$ cat config.mk
export PLATFORM = sky130hd
export DESIGN_NAME = ifct_core
export DESIGN_NICKNAME = d
export VERILOG_FILES = /design/src/hw/ifct_pkg.sv /design/src/hw/ifct_dec_if.sv /design/src/hw/ifct_field_dec.sv /design/src/hw/ifct_core.sv
export SDC_FILE = /design/constraint.sdc
export NUM_CORES = 1
export LEC_CHECK = 0
export BUFFER_PORTS_ARGS = -buffer_cell sky130_fd_sc_hd__buf_2
export CAP_MARGIN = 30
export CORE_UTILIZATION = 50
export CTS_CLUSTER_SIZE = 28
export DETAILED_ROUTE_END_ITERATION = 10
export PLACE_DENSITY = 0.85
export SYNTH_ARGS = -nofsm -noshare
export SYNTH_HDL_FRONTEND = slang
export SYNTH_SLANG_ARGS = --single-unit
$ cat constraint.sdc
create_clock -name CLOCK -period 2.8 [get_ports CLOCK]
set_input_delay 0.42 -clock CLOCK [delete_from_list [all_inputs] [get_ports CLOCK]]
set_output_delay 0.42 -clock CLOCK [all_outputs]
set_load 0.005 [all_outputs]
$ cat src/hw/ifct_pkg.sv
package ifct_pkg;

    // word layout
    localparam int WORD_W    = 24;
    localparam int OPC_W     = 8;
    localparam int OPC_LSB   = 16;
    localparam int LONG_W    = 40;
    localparam int SRC_LSB   = 0;
    localparam int SMOD_LSB  = 4;
    localparam int DST_LSB   = 6;
    localparam int DMOD_LSB  = 10;
    localparam int BASE_LSB  = 12;
    localparam int DPRES_BIT = 11;
    localparam int BSEL_BIT  = 11;
    localparam int BITN_LSB  = 12;
    localparam int FADR_LSB  = 0;
    localparam int FADR_W    = 13;
    localparam int DSEL_BIT  = 13;
    localparam int LIT_LSB   = 0;
    localparam int LIT_W     = 5;

    // opcode values
    localparam logic [7:0] OPC_NOP      = 8'h00;
    localparam logic [7:0] OPC_CALL_DW  = 8'h02;
    localparam logic [7:0] OPC_GOTO_DW  = 8'h04;
    localparam logic [7:0] OPC_MOVE_DW  = 8'hbe;
    localparam logic [7:0] OPC_BRANCH   = 8'h37;
    localparam logic [7:0] OPC_BRA_CMP  = 8'h01;
    localparam logic [7:0] OPC_CALL_IND = 8'h03;
    localparam logic [7:0] OPC_GOTO_IND = 8'h05;
    localparam logic [7:0] OPC_RETURN   = 8'h06;
    localparam logic [7:0] OPC_INT_RET  = 8'h07;
    localparam logic [7:0] OPC_TBL_RD   = 8'hba;
    localparam logic [7:0] OPC_TBL_WR   = 8'hbb;

    // cycle counts and reset values
    localparam logic [1:0] CYC_ZERO  = 2'h0;
    localparam logic [1:0] CYC_ONE   = 2'h1;
    localparam logic [1:0] CYC_TWO   = 2'h2;
    localparam logic [1:0] CYC_THREE = 2'h3;
    localparam logic       RST_READY = 1'b1;

    typedef enum logic [8:0] {
        CL_NOP     = 9'h001,
        CL_DOUBLE  = 9'h002,
        CL_WORK_REG_ZERO    = 9'h004,
        CL_FILE    = 9'h008,
        CL_BIT     = 9'h010,
        CL_LIT     = 9'h020,
        CL_CTRL    = 9'h040,
        CL_SKIP    = 9'h080,
        CL_CBRANCH = 9'h100
    } ifct_class_t;

    typedef enum logic [4:0] {
        ST_IDLE   = 5'h01,
        ST_SECOND = 5'h02,
        ST_STALL  = 5'h04,
        ST_SKIP   = 5'h08,
        ST_SKIP2  = 5'h10
    } ifct_state_t;

    typedef struct packed {
        logic [3:0]        base;
        logic [3:0]        src;
        logic [1:0]        src_mode;
        logic [3:0]        dest;
        logic [1:0]        dest_mode;
        logic [FADR_W-1:0] file_addr;
        logic              dest_wreg0;
        logic [3:0]        bit_num;
        logic              bit_from_base;
        logic [LIT_W-1:0]  literal;
    } ifct_fields_t;

    localparam ifct_fields_t FLD_RST = '0;

    function automatic logic ifct_is_double(input logic [WORD_W-1:0] w);
        logic [7:0] o;
        o = w[OPC_LSB +: OPC_W];
        return (o == OPC_CALL_DW) || (o == OPC_GOTO_DW) || (o == OPC_MOVE_DW);
    endfunction

    function automatic ifct_class_t ifct_classify(input logic [7:0] o);
        ifct_class_t c;
        c = CL_WORK_REG_ZERO;
        if (o == OPC_NOP)
            c = CL_NOP;
        else if (o == OPC_CALL_DW || o == OPC_GOTO_DW || o == OPC_MOVE_DW)
            c = CL_DOUBLE;
        else if (o == OPC_BRANCH || o == OPC_BRA_CMP || o == OPC_CALL_IND
                 || o == OPC_GOTO_IND || o == OPC_RETURN || o == OPC_INT_RET
                 || o == OPC_TBL_RD || o == OPC_TBL_WR)
            c = CL_CTRL;
        else if (o[7:4] == 4'h3)
            c = CL_CBRANCH;
        else if (o[7:3] == 5'h14)
            c = CL_SKIP;
        else if (o[7:3] == 5'h15)
            c = CL_BIT;
        else if (o[7:5] == 3'h4)
            c = CL_FILE;
        else if (o[7:3] == 5'h16)
            c = CL_LIT;
        return c;
    endfunction

    // extra no-op cycles after the issue cycle
    function automatic logic [1:0] ifct_extra(input ifct_class_t c,
                                              input logic [7:0] o,
                                              input logic cond);
        logic [1:0] e;
        e = CYC_ZERO;
        if (c == CL_CTRL)
            e = (o == OPC_RETURN || o == OPC_INT_RET) ? CYC_TWO : CYC_ONE;
        else if (c == CL_CBRANCH && cond)
            e = CYC_ONE;
        return e;
    endfunction

endpackage

$ cat src/hw/ifct_dec_if.sv
`timescale 1ns/1ps
`default_nettype none
interface ifct_dec_if;
    import ifct_pkg::*;
    logic [WORD_W-1:0] word;
    ifct_class_t       cls;
    ifct_fields_t      fld;
    modport dec (input word, output cls, output fld);
    modport user (output word, input cls, input fld);
endinterface
`default_nettype wire

$ cat src/hw/ifct_field_dec.sv
`timescale 1ns/1ps
`default_nettype none
module ifct_field_dec
    import ifct_pkg::*;
(
    ifct_dec_if.dec d
);
    wire [3:0] base_f   = d.word[BASE_LSB +: 4];
    wire       lit_dest = d.word[DPRES_BIT];

    assign d.cls                = ifct_classify(d.word[OPC_LSB +: OPC_W]);
    assign d.fld.base           = base_f;
    assign d.fld.src            = d.word[SRC_LSB +: 4];
    assign d.fld.src_mode       = d.word[SMOD_LSB +: 2];
    // a literal op without its own destination writes back to the base
    assign d.fld.dest           = (d.cls == CL_LIT && !lit_dest)
                                  ? base_f : d.word[DST_LSB +: 4];
    assign d.fld.dest_mode      = d.word[DMOD_LSB +: 2];
    assign d.fld.file_addr      = d.word[FADR_LSB +: FADR_W];
    assign d.fld.dest_wreg0     = !d.word[DSEL_BIT];
    assign d.fld.bit_num        = d.word[BITN_LSB +: 4];
    assign d.fld.bit_from_base  = d.word[BSEL_BIT];
    assign d.fld.literal        = d.word[LIT_LSB +: LIT_W];
endmodule
`default_nettype wire

$ cat src/hw/ifct_core.sv
// What this block does
// - Each single-word instruction is 24 bits with an 8-bit opcode and operand fields.
// - Exactly three opcodes take two consecutive program words; all others take one.
// - A double-word instruction spans 48 bits and its second word has a zero top byte.
// - A second word fetched and run on its own executes as a no-operation.
// - Single-word ops not listed below take one cycle, or two when a test is true or the PC changes.
// - Branches, indirect call/goto, table access and returns take two or three cycles.
// - A taken skip costs two cycles over a single-word op and three over a double-word op.
// - Every double-word instruction completes in two cycles.
// - Working-register ops carry a base, a source and a destination register.
// - File-register ops carry a file address and a destination select.
// - Bit ops take the bit number from a literal or from the base register.
// - Literal arithmetic uses the base register and a literal, with an optional dest.
`timescale 1ns/1ps
`default_nettype none
module ifct_core
    import ifct_pkg::*;
(
    // clock and reset
    input  wire logic              CLOCK,
    input  wire logic              RESET_N,
    // program memory
    input  wire logic [WORD_W-1:0] PM_WORD,
    input  wire logic              PM_VALID,
    output var  logic              PM_READY,
    // condition result of the current instruction
    input  wire logic              COND_TRUE,
    // issue slot
    output var  logic              ISSUE_VALID,
    output var  logic              ISSUE_NOP,
    output var  logic              ISSUE_DOUBLE,
    output var  logic [OPC_W-1:0]  ISSUE_OPCODE,
    output var  logic [1:0]        INSTR_CYCLES,
    output var  logic [LONG_W-1:0] LONG_OPERAND,
    output var  logic              SECOND_WORD_BAD,
    // operand fields
    output var  logic [3:0]        BASE_WORK_REG,
    output var  logic [3:0]        SOURCE_WORK_REG,
    output var  logic [1:0]        SOURCE_MODE,
    output var  logic [3:0]        DEST_WORK_REG,
    output var  logic [1:0]        DEST_MODE,
    output var  logic [FADR_W-1:0] FILE_ADDR,
    output var  logic              DEST_IS_WORK_REG_ZERO,
    output var  logic [3:0]        BIT_NUM,
    output var  logic              BIT_FROM_BASE,
    output var  logic [LIT_W-1:0]  LITERAL
);

    ifct_state_t       state_r;
    ifct_state_t       state_nxt;
    logic [1:0]        cnt_r;
    logic [1:0]        cnt_nxt;
    logic              ready_r;
    logic              ready_nxt;
    logic              issue_r;
    logic              issue_nxt;
    logic              nop_r;
    logic              nop_nxt;
    logic              dbl_r;
    logic              dbl_nxt;
    logic [1:0]        cyc_r;
    logic [1:0]        cyc_nxt;
    logic              bad_r;
    logic              bad_nxt;
    logic [WORD_W-1:0] hold_r;
    logic [WORD_W-1:0] hold_nxt;
    logic [OPC_W-1:0]  opc_r;
    logic [OPC_W-1:0]  opc_nxt;
    logic [LONG_W-1:0] long_r;
    logic [LONG_W-1:0] long_nxt;
    ifct_fields_t      fld_r;
    ifct_fields_t      fld_nxt;
    logic              load_one;
    logic              load_two;

    ifct_dec_if dec_bus ();

    ifct_field_dec u_dec (
        .d (dec_bus)
    );

    assign dec_bus.word = PM_WORD;

    // decode and selection
    wire             take      = PM_VALID && ready_r;
    wire             word_dbl  = ifct_is_double(PM_WORD);
    wire [1:0]       extra     = ifct_extra(dec_bus.cls, PM_WORD[OPC_LSB +: OPC_W],
                                            COND_TRUE);
    wire             skip_go   = (dec_bus.cls == CL_SKIP) && COND_TRUE;
    wire [1:0]       cyc_first = skip_go ? CYC_TWO : 2'(extra + CYC_ONE);
    wire             top_nz    = |PM_WORD[OPC_LSB +: OPC_W];

    // merged operand: low 16 bits of the first word, then the whole second word
    assign opc_nxt  = load_two ? hold_r[OPC_LSB +: OPC_W]
                    : load_one ? PM_WORD[OPC_LSB +: OPC_W] : opc_r;
    assign long_nxt = load_two ? {hold_r[OPC_LSB-1:0], PM_WORD}
                    : load_one ? {{(LONG_W-WORD_W){1'b0}}, PM_WORD} : long_r;
    assign fld_nxt  = load_one ? dec_bus.fld : load_two ? FLD_RST : fld_r;

    always_comb begin
        state_nxt = state_r;
        cnt_nxt   = cnt_r;
        ready_nxt = ready_r;
        issue_nxt = 1'b0;
        nop_nxt   = 1'b0;
        dbl_nxt   = dbl_r;
        cyc_nxt   = cyc_r;
        bad_nxt   = bad_r;
        hold_nxt  = hold_r;
        load_one  = 1'b0;
        load_two  = 1'b0;
        case (state_r)
            ST_IDLE: begin
                if (take && word_dbl) begin
                    // wait in ST_SECOND until the second half is taken
                    hold_nxt  = PM_WORD;
                    state_nxt = ST_SECOND;
                end else if (take) begin
                    load_one  = 1'b1;
                    issue_nxt = 1'b1;
                    nop_nxt   = (dec_bus.cls == CL_NOP);
                    dbl_nxt   = 1'b0;
                    bad_nxt   = 1'b0;
                    cyc_nxt   = cyc_first;
                    if (extra != CYC_ZERO) begin
                        cnt_nxt   = extra;
                        ready_nxt = 1'b0;
                        state_nxt = ST_STALL;
                    end else if (skip_go) begin
                        state_nxt = ST_SKIP;
                    end
                end
            end
            ST_SECOND: begin
                if (take) begin
                    load_two  = 1'b1;
                    issue_nxt = 1'b1;
                    dbl_nxt   = 1'b1;
                    cyc_nxt   = CYC_TWO;
                    bad_nxt   = top_nz;
                    state_nxt = ST_IDLE;
                end
            end
            ST_STALL: begin
                // extra cycles issue as no-ops and hold off the fetch
                nop_nxt = 1'b1;
                cnt_nxt = 2'(cnt_r - CYC_ONE);
                if (cnt_r == CYC_ONE) begin
                    ready_nxt = 1'b1;
                    state_nxt = ST_IDLE;
                end
            end
            ST_SKIP: begin
                if (take) begin
                    nop_nxt   = 1'b1;
                    state_nxt = word_dbl ? ST_SKIP2 : ST_IDLE;
                    cyc_nxt   = word_dbl ? CYC_THREE : cyc_r;
                end
            end
            ST_SKIP2: begin
                if (take) begin
                    // the skipped second word is discarded as a no-op
                    nop_nxt   = 1'b1;
                    state_nxt = ST_IDLE;
                end
            end
            default: begin
                state_nxt = ST_IDLE;
                ready_nxt = RST_READY;
                cnt_nxt   = CYC_ZERO;
            end
        endcase
    end

    always_ff @(posedge CLOCK) begin
        if (!RESET_N) begin
            state_r <= ST_IDLE;
            cnt_r   <= CYC_ZERO;
            ready_r <= RST_READY;
            issue_r <= 1'b0;
            nop_r   <= 1'b0;
            dbl_r   <= 1'b0;
            cyc_r   <= CYC_ZERO;
            bad_r   <= 1'b0;
        end else begin
            state_r <= state_nxt;
            cnt_r   <= cnt_nxt;
            ready_r <= ready_nxt;
            issue_r <= issue_nxt;
            nop_r   <= nop_nxt;
            dbl_r   <= dbl_nxt;
            cyc_r   <= cyc_nxt;
            bad_r   <= bad_nxt;
        end
    end

    always_ff @(posedge CLOCK) begin
        if (!RESET_N) begin
            hold_r <= '0;
            opc_r  <= OPC_NOP;
            long_r <= '0;
            fld_r  <= FLD_RST;
        end else begin
            hold_r <= hold_nxt;
            opc_r  <= opc_nxt;
            long_r <= long_nxt;
            fld_r  <= fld_nxt;
        end
    end

    assign PM_READY              = ready_r;
    assign ISSUE_VALID           = issue_r;
    assign ISSUE_NOP             = nop_r;
    assign ISSUE_DOUBLE          = dbl_r;
    assign ISSUE_OPCODE          = opc_r;
    assign INSTR_CYCLES          = cyc_r;
    assign LONG_OPERAND          = long_r;
    assign SECOND_WORD_BAD       = bad_r;
    assign BASE_WORK_REG         = fld_r.base;
    assign SOURCE_WORK_REG       = fld_r.src;
    assign SOURCE_MODE           = fld_r.src_mode;
    assign DEST_WORK_REG         = fld_r.dest;
    assign DEST_MODE             = fld_r.dest_mode;
    assign FILE_ADDR             = fld_r.file_addr;
    assign DEST_IS_WORK_REG_ZERO = fld_r.dest_wreg0;
    assign BIT_NUM               = fld_r.bit_num;
    assign BIT_FROM_BASE         = fld_r.bit_from_base;
    assign LITERAL               = fld_r.literal;

    wire idle_take = take && (state_r == ST_IDLE);
    wire [OPC_W-1:0] pm_opc = PM_WORD[OPC_LSB +: OPC_W];
endmodule
`default_nettype wire

After elaboration in Yosys (flattened, before gate mapping)
Cells that the tools add are included.

Bits in registers: 126. Output and inout port bits: 95. Word-level logic and storage cells: 150.

$add $sub $neg: 2. Eq/ne operators: 37. Muxes and demuxes: 57. Bitwise logic cells: 1. Reductions and logical operators: 32.

Operator list (count): 2-to-1 mux 40 bit (4); 2-to-1 mux 9 bit (7); 2-to-1 mux 5 bit (8); equality test 8 x 3 -> 1 bit, second input constant (4); equality test 8 bit, second input constant (3); 2-to-1 mux 2 bit (11); equality test 5 bit, second input constant (4); case mux 5 bit (4 select lines) (1); equality test 8 x 2 -> 1 bit, second input constant (2); 2-to-1 mux 8 bit (2); 2-to-1 mux 1 bit (15); != test 2 bit, second input constant (7); case mux 2 bit (3 select lines) (2); logical OR 1 bit (10); AND reduction 5 bit (2); equality test 9 x 1 -> 1 bit, second input constant (1); equality test 9 x 6 -> 1 bit, second input constant (1); equality test 9 x 7 -> 1 bit, second input constant (1); equality test 9 x 8 -> 1 bit, second input constant (1); equality test 9 bit, second input constant (1); equality test 8 x 1 -> 1 bit, second input constant (1); equality test 8 x 6 -> 1 bit, second input constant (1); zero test 8 bit (1); AND reduction 4 bit (2); other kinds (26) (37).

Longest topological paths before layout
Depth in word-level cells: 20. Gate-level depth with buffers: 10. Gate-level depth less buffers: 9.

By module
A second synthesis with hierarchy kept.

Cells, all modules: 716. Area, all modules: 5740.5 sq um.

Modules (own cells, without submodules): ifct_core (instances 1, cells an instance 642, area an instance 5183.7 sq um); ifct_field_dec (instances 1, cells an instance 74, area an instance 556.8 sq um).

Worst setup path after synthesis
No wires, ideal clock.

Kind: input port to flip-flop. Start point: input port PM_WORD[21]. End point: register cnt_r[0]. Setup time: 121 ps. Arrival time: 2061 ps. Data required time: 2679 ps. Slack: 618 ps. Cell stages on the path: 9. Cell sequence: buf_2 > or3_4 > nor2_1 > o32a_1 > ha_1 > nor3_1 > a311o_1 > o21ai_0 > a21oi_1.

Word-level cells in the longest chain between the ends: 19.

RTL lines: start: declaration (line ifct_core.sv:23) `input wire logic [WORD_W-1:0] PM_WORD,`; parallel branches: the longest is 19 deep, another holds 2-to-1 mux 9 bit; end signal: assignment (line ifct_core.sv:187) `cnt_r <= cnt_nxt;`; end: declaration (line ifct_core.sv:51) `logic [1:0] cnt_r;`.

Parallel ways; which one is timed is not known. The select of a mux whose other input is x is not followed. A chain may end at the register's enable or synchronous reset.

Worst setup path in the final report
Start point: register state_r[3]. End point: register long_r[23] (netlist: LONG_OPERAND[23]).

Word-level cells in the longest chain between the ends: 3.

RTL lines: start: declaration (line ifct_core.sv:49) `ifct_state_t state_r;`; start signal: assignment (line ifct_core.sv:186) `state_r <= state_nxt;`; equality test 5 x 2 -> 1 bit / equality test 5 x 1 -> 1 bit (equally long branches) (line ifct_core.sv:112) `case (state_r)`; 2-to-1 mux 1 bit (line ifct_core.sv:112); 2-to-1 mux 40 bit / nonzero test 2 bit (equally long branches); end signal: assignment (line ifct_core.sv:206) `long_r <= long_nxt;`; end: declaration (line ifct_core.sv:69) `logic [LONG_W-1:0] long_r;`.

Parallel ways exist; a longest one is shown, timed or not.

==> results.txt <==
max incr delay on CP = 560 ps
clk_skew = 10.9 ps
CTS max path bufs = 2
final WL = 11900 um
# DRC = 0
buffers and inverters on the worst path = 1
Die Y = 98.7 um
gpl congestion = 0.892
Final Core Density = 60.4%
die area = 0.00973 sq mm
slew at the pin with the worst max-slew slack = 722 ps
post-layout min period = 2410 ps
Top FF cell, synth = dfxtp_1
die width = 98.7 um
master of the slowest instance on the critical path = or4_4
Initial DRC Count = 227
Syn Std Cell Area = 0.00467 sq mm
final period utilization = 86.1%
antenna diode count = 0
Syn Nets = 581
Routed WL per cell = 15.9 um
remaining antenna violation count = 0
Synth Instances = 551
first-pass GRT wire length = 19500 um
Post-synth EDFFs = 0
status = finished, final reports clean
Static Leakage = 0.00229 uW
CP required = 3090 ps
relative slew slack = 51.8%
postcts setup bufs = 0
worst reg2reg path startpoint = state_r[3]$_SDFFE_PN0P_
largest net degree at the start of global routing = 62
CP Class = reg2reg
hold_sp = PM_WORD[1]
endpoints failing hold = 0
Core ar. = 0.00889 sq mm
vias in the first global route = 3956
sequential share of the synthesized area = 45.8%
share of layout cells above drive strength 1 = 25.4%
GRT overflow = 0
Syn. warnings = 0
commonest non-fill, non-tap cell in the layout = nand2_1
crit-path leading delay family = simple AND/OR/NAND/NOR gates
initial antenna violation count = 0
CTS tree = built
crit path to = LONG_OPERAND[23]$_SDFFE_PN0P_
async set or reset register ratio after synthesis = 0%
reg2reg path depth = 7
DR vias/cell = 5.64
setup_tns = 0 ps
Crit. Startpoint = state_r[3]$_SDFFE_PN0P_
WHS = 309 ps
FF-to-FF setup slack = 390 ps
Skew-Pair Late Insertion Delay = 370 ps
endpoint class of the critical path = register
clock root buffer = clkbuf_8
post_cts resized = 0
DP Area = 0.00518 sq mm
Peak VDD IR = 0.326 mV
fin. max-slew vios = 0
cts bufs inserted = 9
syn_area_per_cell = 8.48 sq um
WP depth = 7
hold path cells = 3
Max Cap Viol = 0
clock sinks = 107
cell-by-cell trace of the critical path = nor2_1, nand3_1, buf_4, or4_4, nand2_2, nand2_1, a21boi_0
Post-CTS Hold Buffers = 0
htree depth = 3
design area = 0.00537 sq mm
commonest cells after routing, fill and taps aside = 143 x nand2_1, 122 x buf_2, 107 x dfxtp_1
clock-pin slew on the worst setup and hold paths = 110 ps
Via Count = 4222
crit path DAT = 2710 ps
Yosys cell types = 54
RSZ-0062 raised after global routing = no
FMAX = 0.415 GHz
hold crit path type = in2reg
Starting Density = 52.5%
endpoints failing setup = 0
CP max FO = 25
Power Density = 561 mW/mm^2
DP HPWL = 8320 um
Synth-to-Final Area Change = 14.9%
Setup crit start kind = register
Cell Rows = 34
DR pass1 iterations = 5
overall power consumption = 3010 uW
synthesized flop and latch total = 107
PortBufs = 122
reg2reg end = LONG_OPERAND[23]$_SDFFE_PN0P_
# IOs = 123
Nets = 666
Total Routing Usage GR = 25.1%
## power by group
part	switching [uW]	internal, uW
registers	47.8	1600
clock network	565	344
logic	270	188
total	883	2130
## how the worst min path moves through the flow
stage | end | slack, ps
after floorplan | LONG_OPERAND[35]$_SDFFE_PN0P_ | 430
after global placement | LONG_OPERAND[4]$_SDFFE_PN0P_ | 440
after detailed placement | hold_r[15]$_SDFFE_PN0P_ | 450
after CTS | SOURCE_WORK_REG[1]$_SDFFE_PN0P_ | 300
after global routing | hold_r[3]$_SDFFE_PN0P_ | 310
final | SOURCE_WORK_REG[1]$_SDFFE_PN0P_ | 310
## through the flow
stage          setup WS (ps)  std cells
2_1_floorplan            618        551
3_3_place_gp             344        733
3_5_place_dp             250        733
4_1_cts                  431        749
5_1_grt                  194        749
6_report                 388        749
## registers in the layout, indices dropped and copies added (netlist names)
name / count
LONG_OPERAND: 40
hold_r: 24
ISSUE_OPCODE: 8
FILE_ADDR: 7
state_r: 5
BASE_WORK_REG: 4
DEST_WORK_REG: 4
SOURCE_WORK_REG: 3
INSTR_CYCLES: 2
cnt_r: 2
DEST_IS_WORK_REG_ZERO: 1
DEST_MODE: 1
ISSUE_DOUBLE: 1
ISSUE_NOP: 1
ISSUE_VALID: 1
PM_READY: 1
SECOND_WORD_BAD: 1
SOURCE_MODE: 1
## layer usage
metal	part of all wire, %	GRT usage (%)	up-vias
met5	0	0	-
met4	1.0	6.66	0
met3	7.8	6.31	12
met2	49	43.2	195
met1	43	31.4	1986
li1	-	-	2029
## worst reg2reg max path, delay by kind of cell, from the launching register on
family	cells	cell delay [ps]
buffers and inverters	1	200
AOI/OAI and AO/OA	1	190
DFF	1	440
and+or+nand+nor	5	1510
## kinds of logic after synthesis
family / Yosys count / synth area share, %
and+or+nand+nor: 243 / 24.8
AOI/OAI and AO/OA: 129 / 19.7
DFF: 107 / 45.8
buffers and inverters: 62 / 7.55
muxes: 5 / 1.07
xor gates and xnor gates: 3 / 0.563
adders and majority gates: 2 / 0.536
## layout make-up
| cell class | instances | area, sq um |
|---|---|---|
| clock buffer | 10 | 128 |
| clock inverter | 6 | 61.3 |
| fill | 782 | 3520 |
| inverter | 4 | 15.0 |
| multi-input combinational | 382 | 2180 |
| sequential | 107 | 2140 |
| tap | 108 | 135 |
| timing repair buffer | 132 | 711 |
## cell usage after synthesis, drive strengths merged, types with 2 or more instances
| library cell | number | share of area [%] |
|---|---|---|
| nand4 | 2 | 0.27 |
| and3 | 6 | 0.80 |
| buf | 35 | 5.4 |
| inv | 4 | 0.32 |
| a21oi | 4 | 0.43 |
| mux2i | 5 | 1.1 |
| nor4 | 5 | 1.4 |
| o21a | 2 | 0.32 |
| o21ai | 21 | 2.2 |
| ha | 2 | 0.54 |
| nor4b | 3 | 0.56 |
| and2 | 10 | 1.3 |
| nor2 | 12 | 1.2 |
| a31oi | 10 | 1.3 |
| nand3 | 45 | 4.9 |
| or2 | 2 | 0.27 |
| nor2b | 4 | 0.54 |
| dfxtp | 107 | 46 |
| o22ai | 3 | 0.40 |
| or4 | 2 | 0.40 |
| nand2 | 144 | 12 |
| xnor2 | 2 | 0.38 |
| a21boi | 79 | 13 |
| o221a | 2 | 0.48 |
| nor3 | 3 | 0.56 |
| clkbuf | 23 | 1.8 |
| or3 | 2 | 0.38 |
No activity file was read; power rests on OpenSTA's default activity.
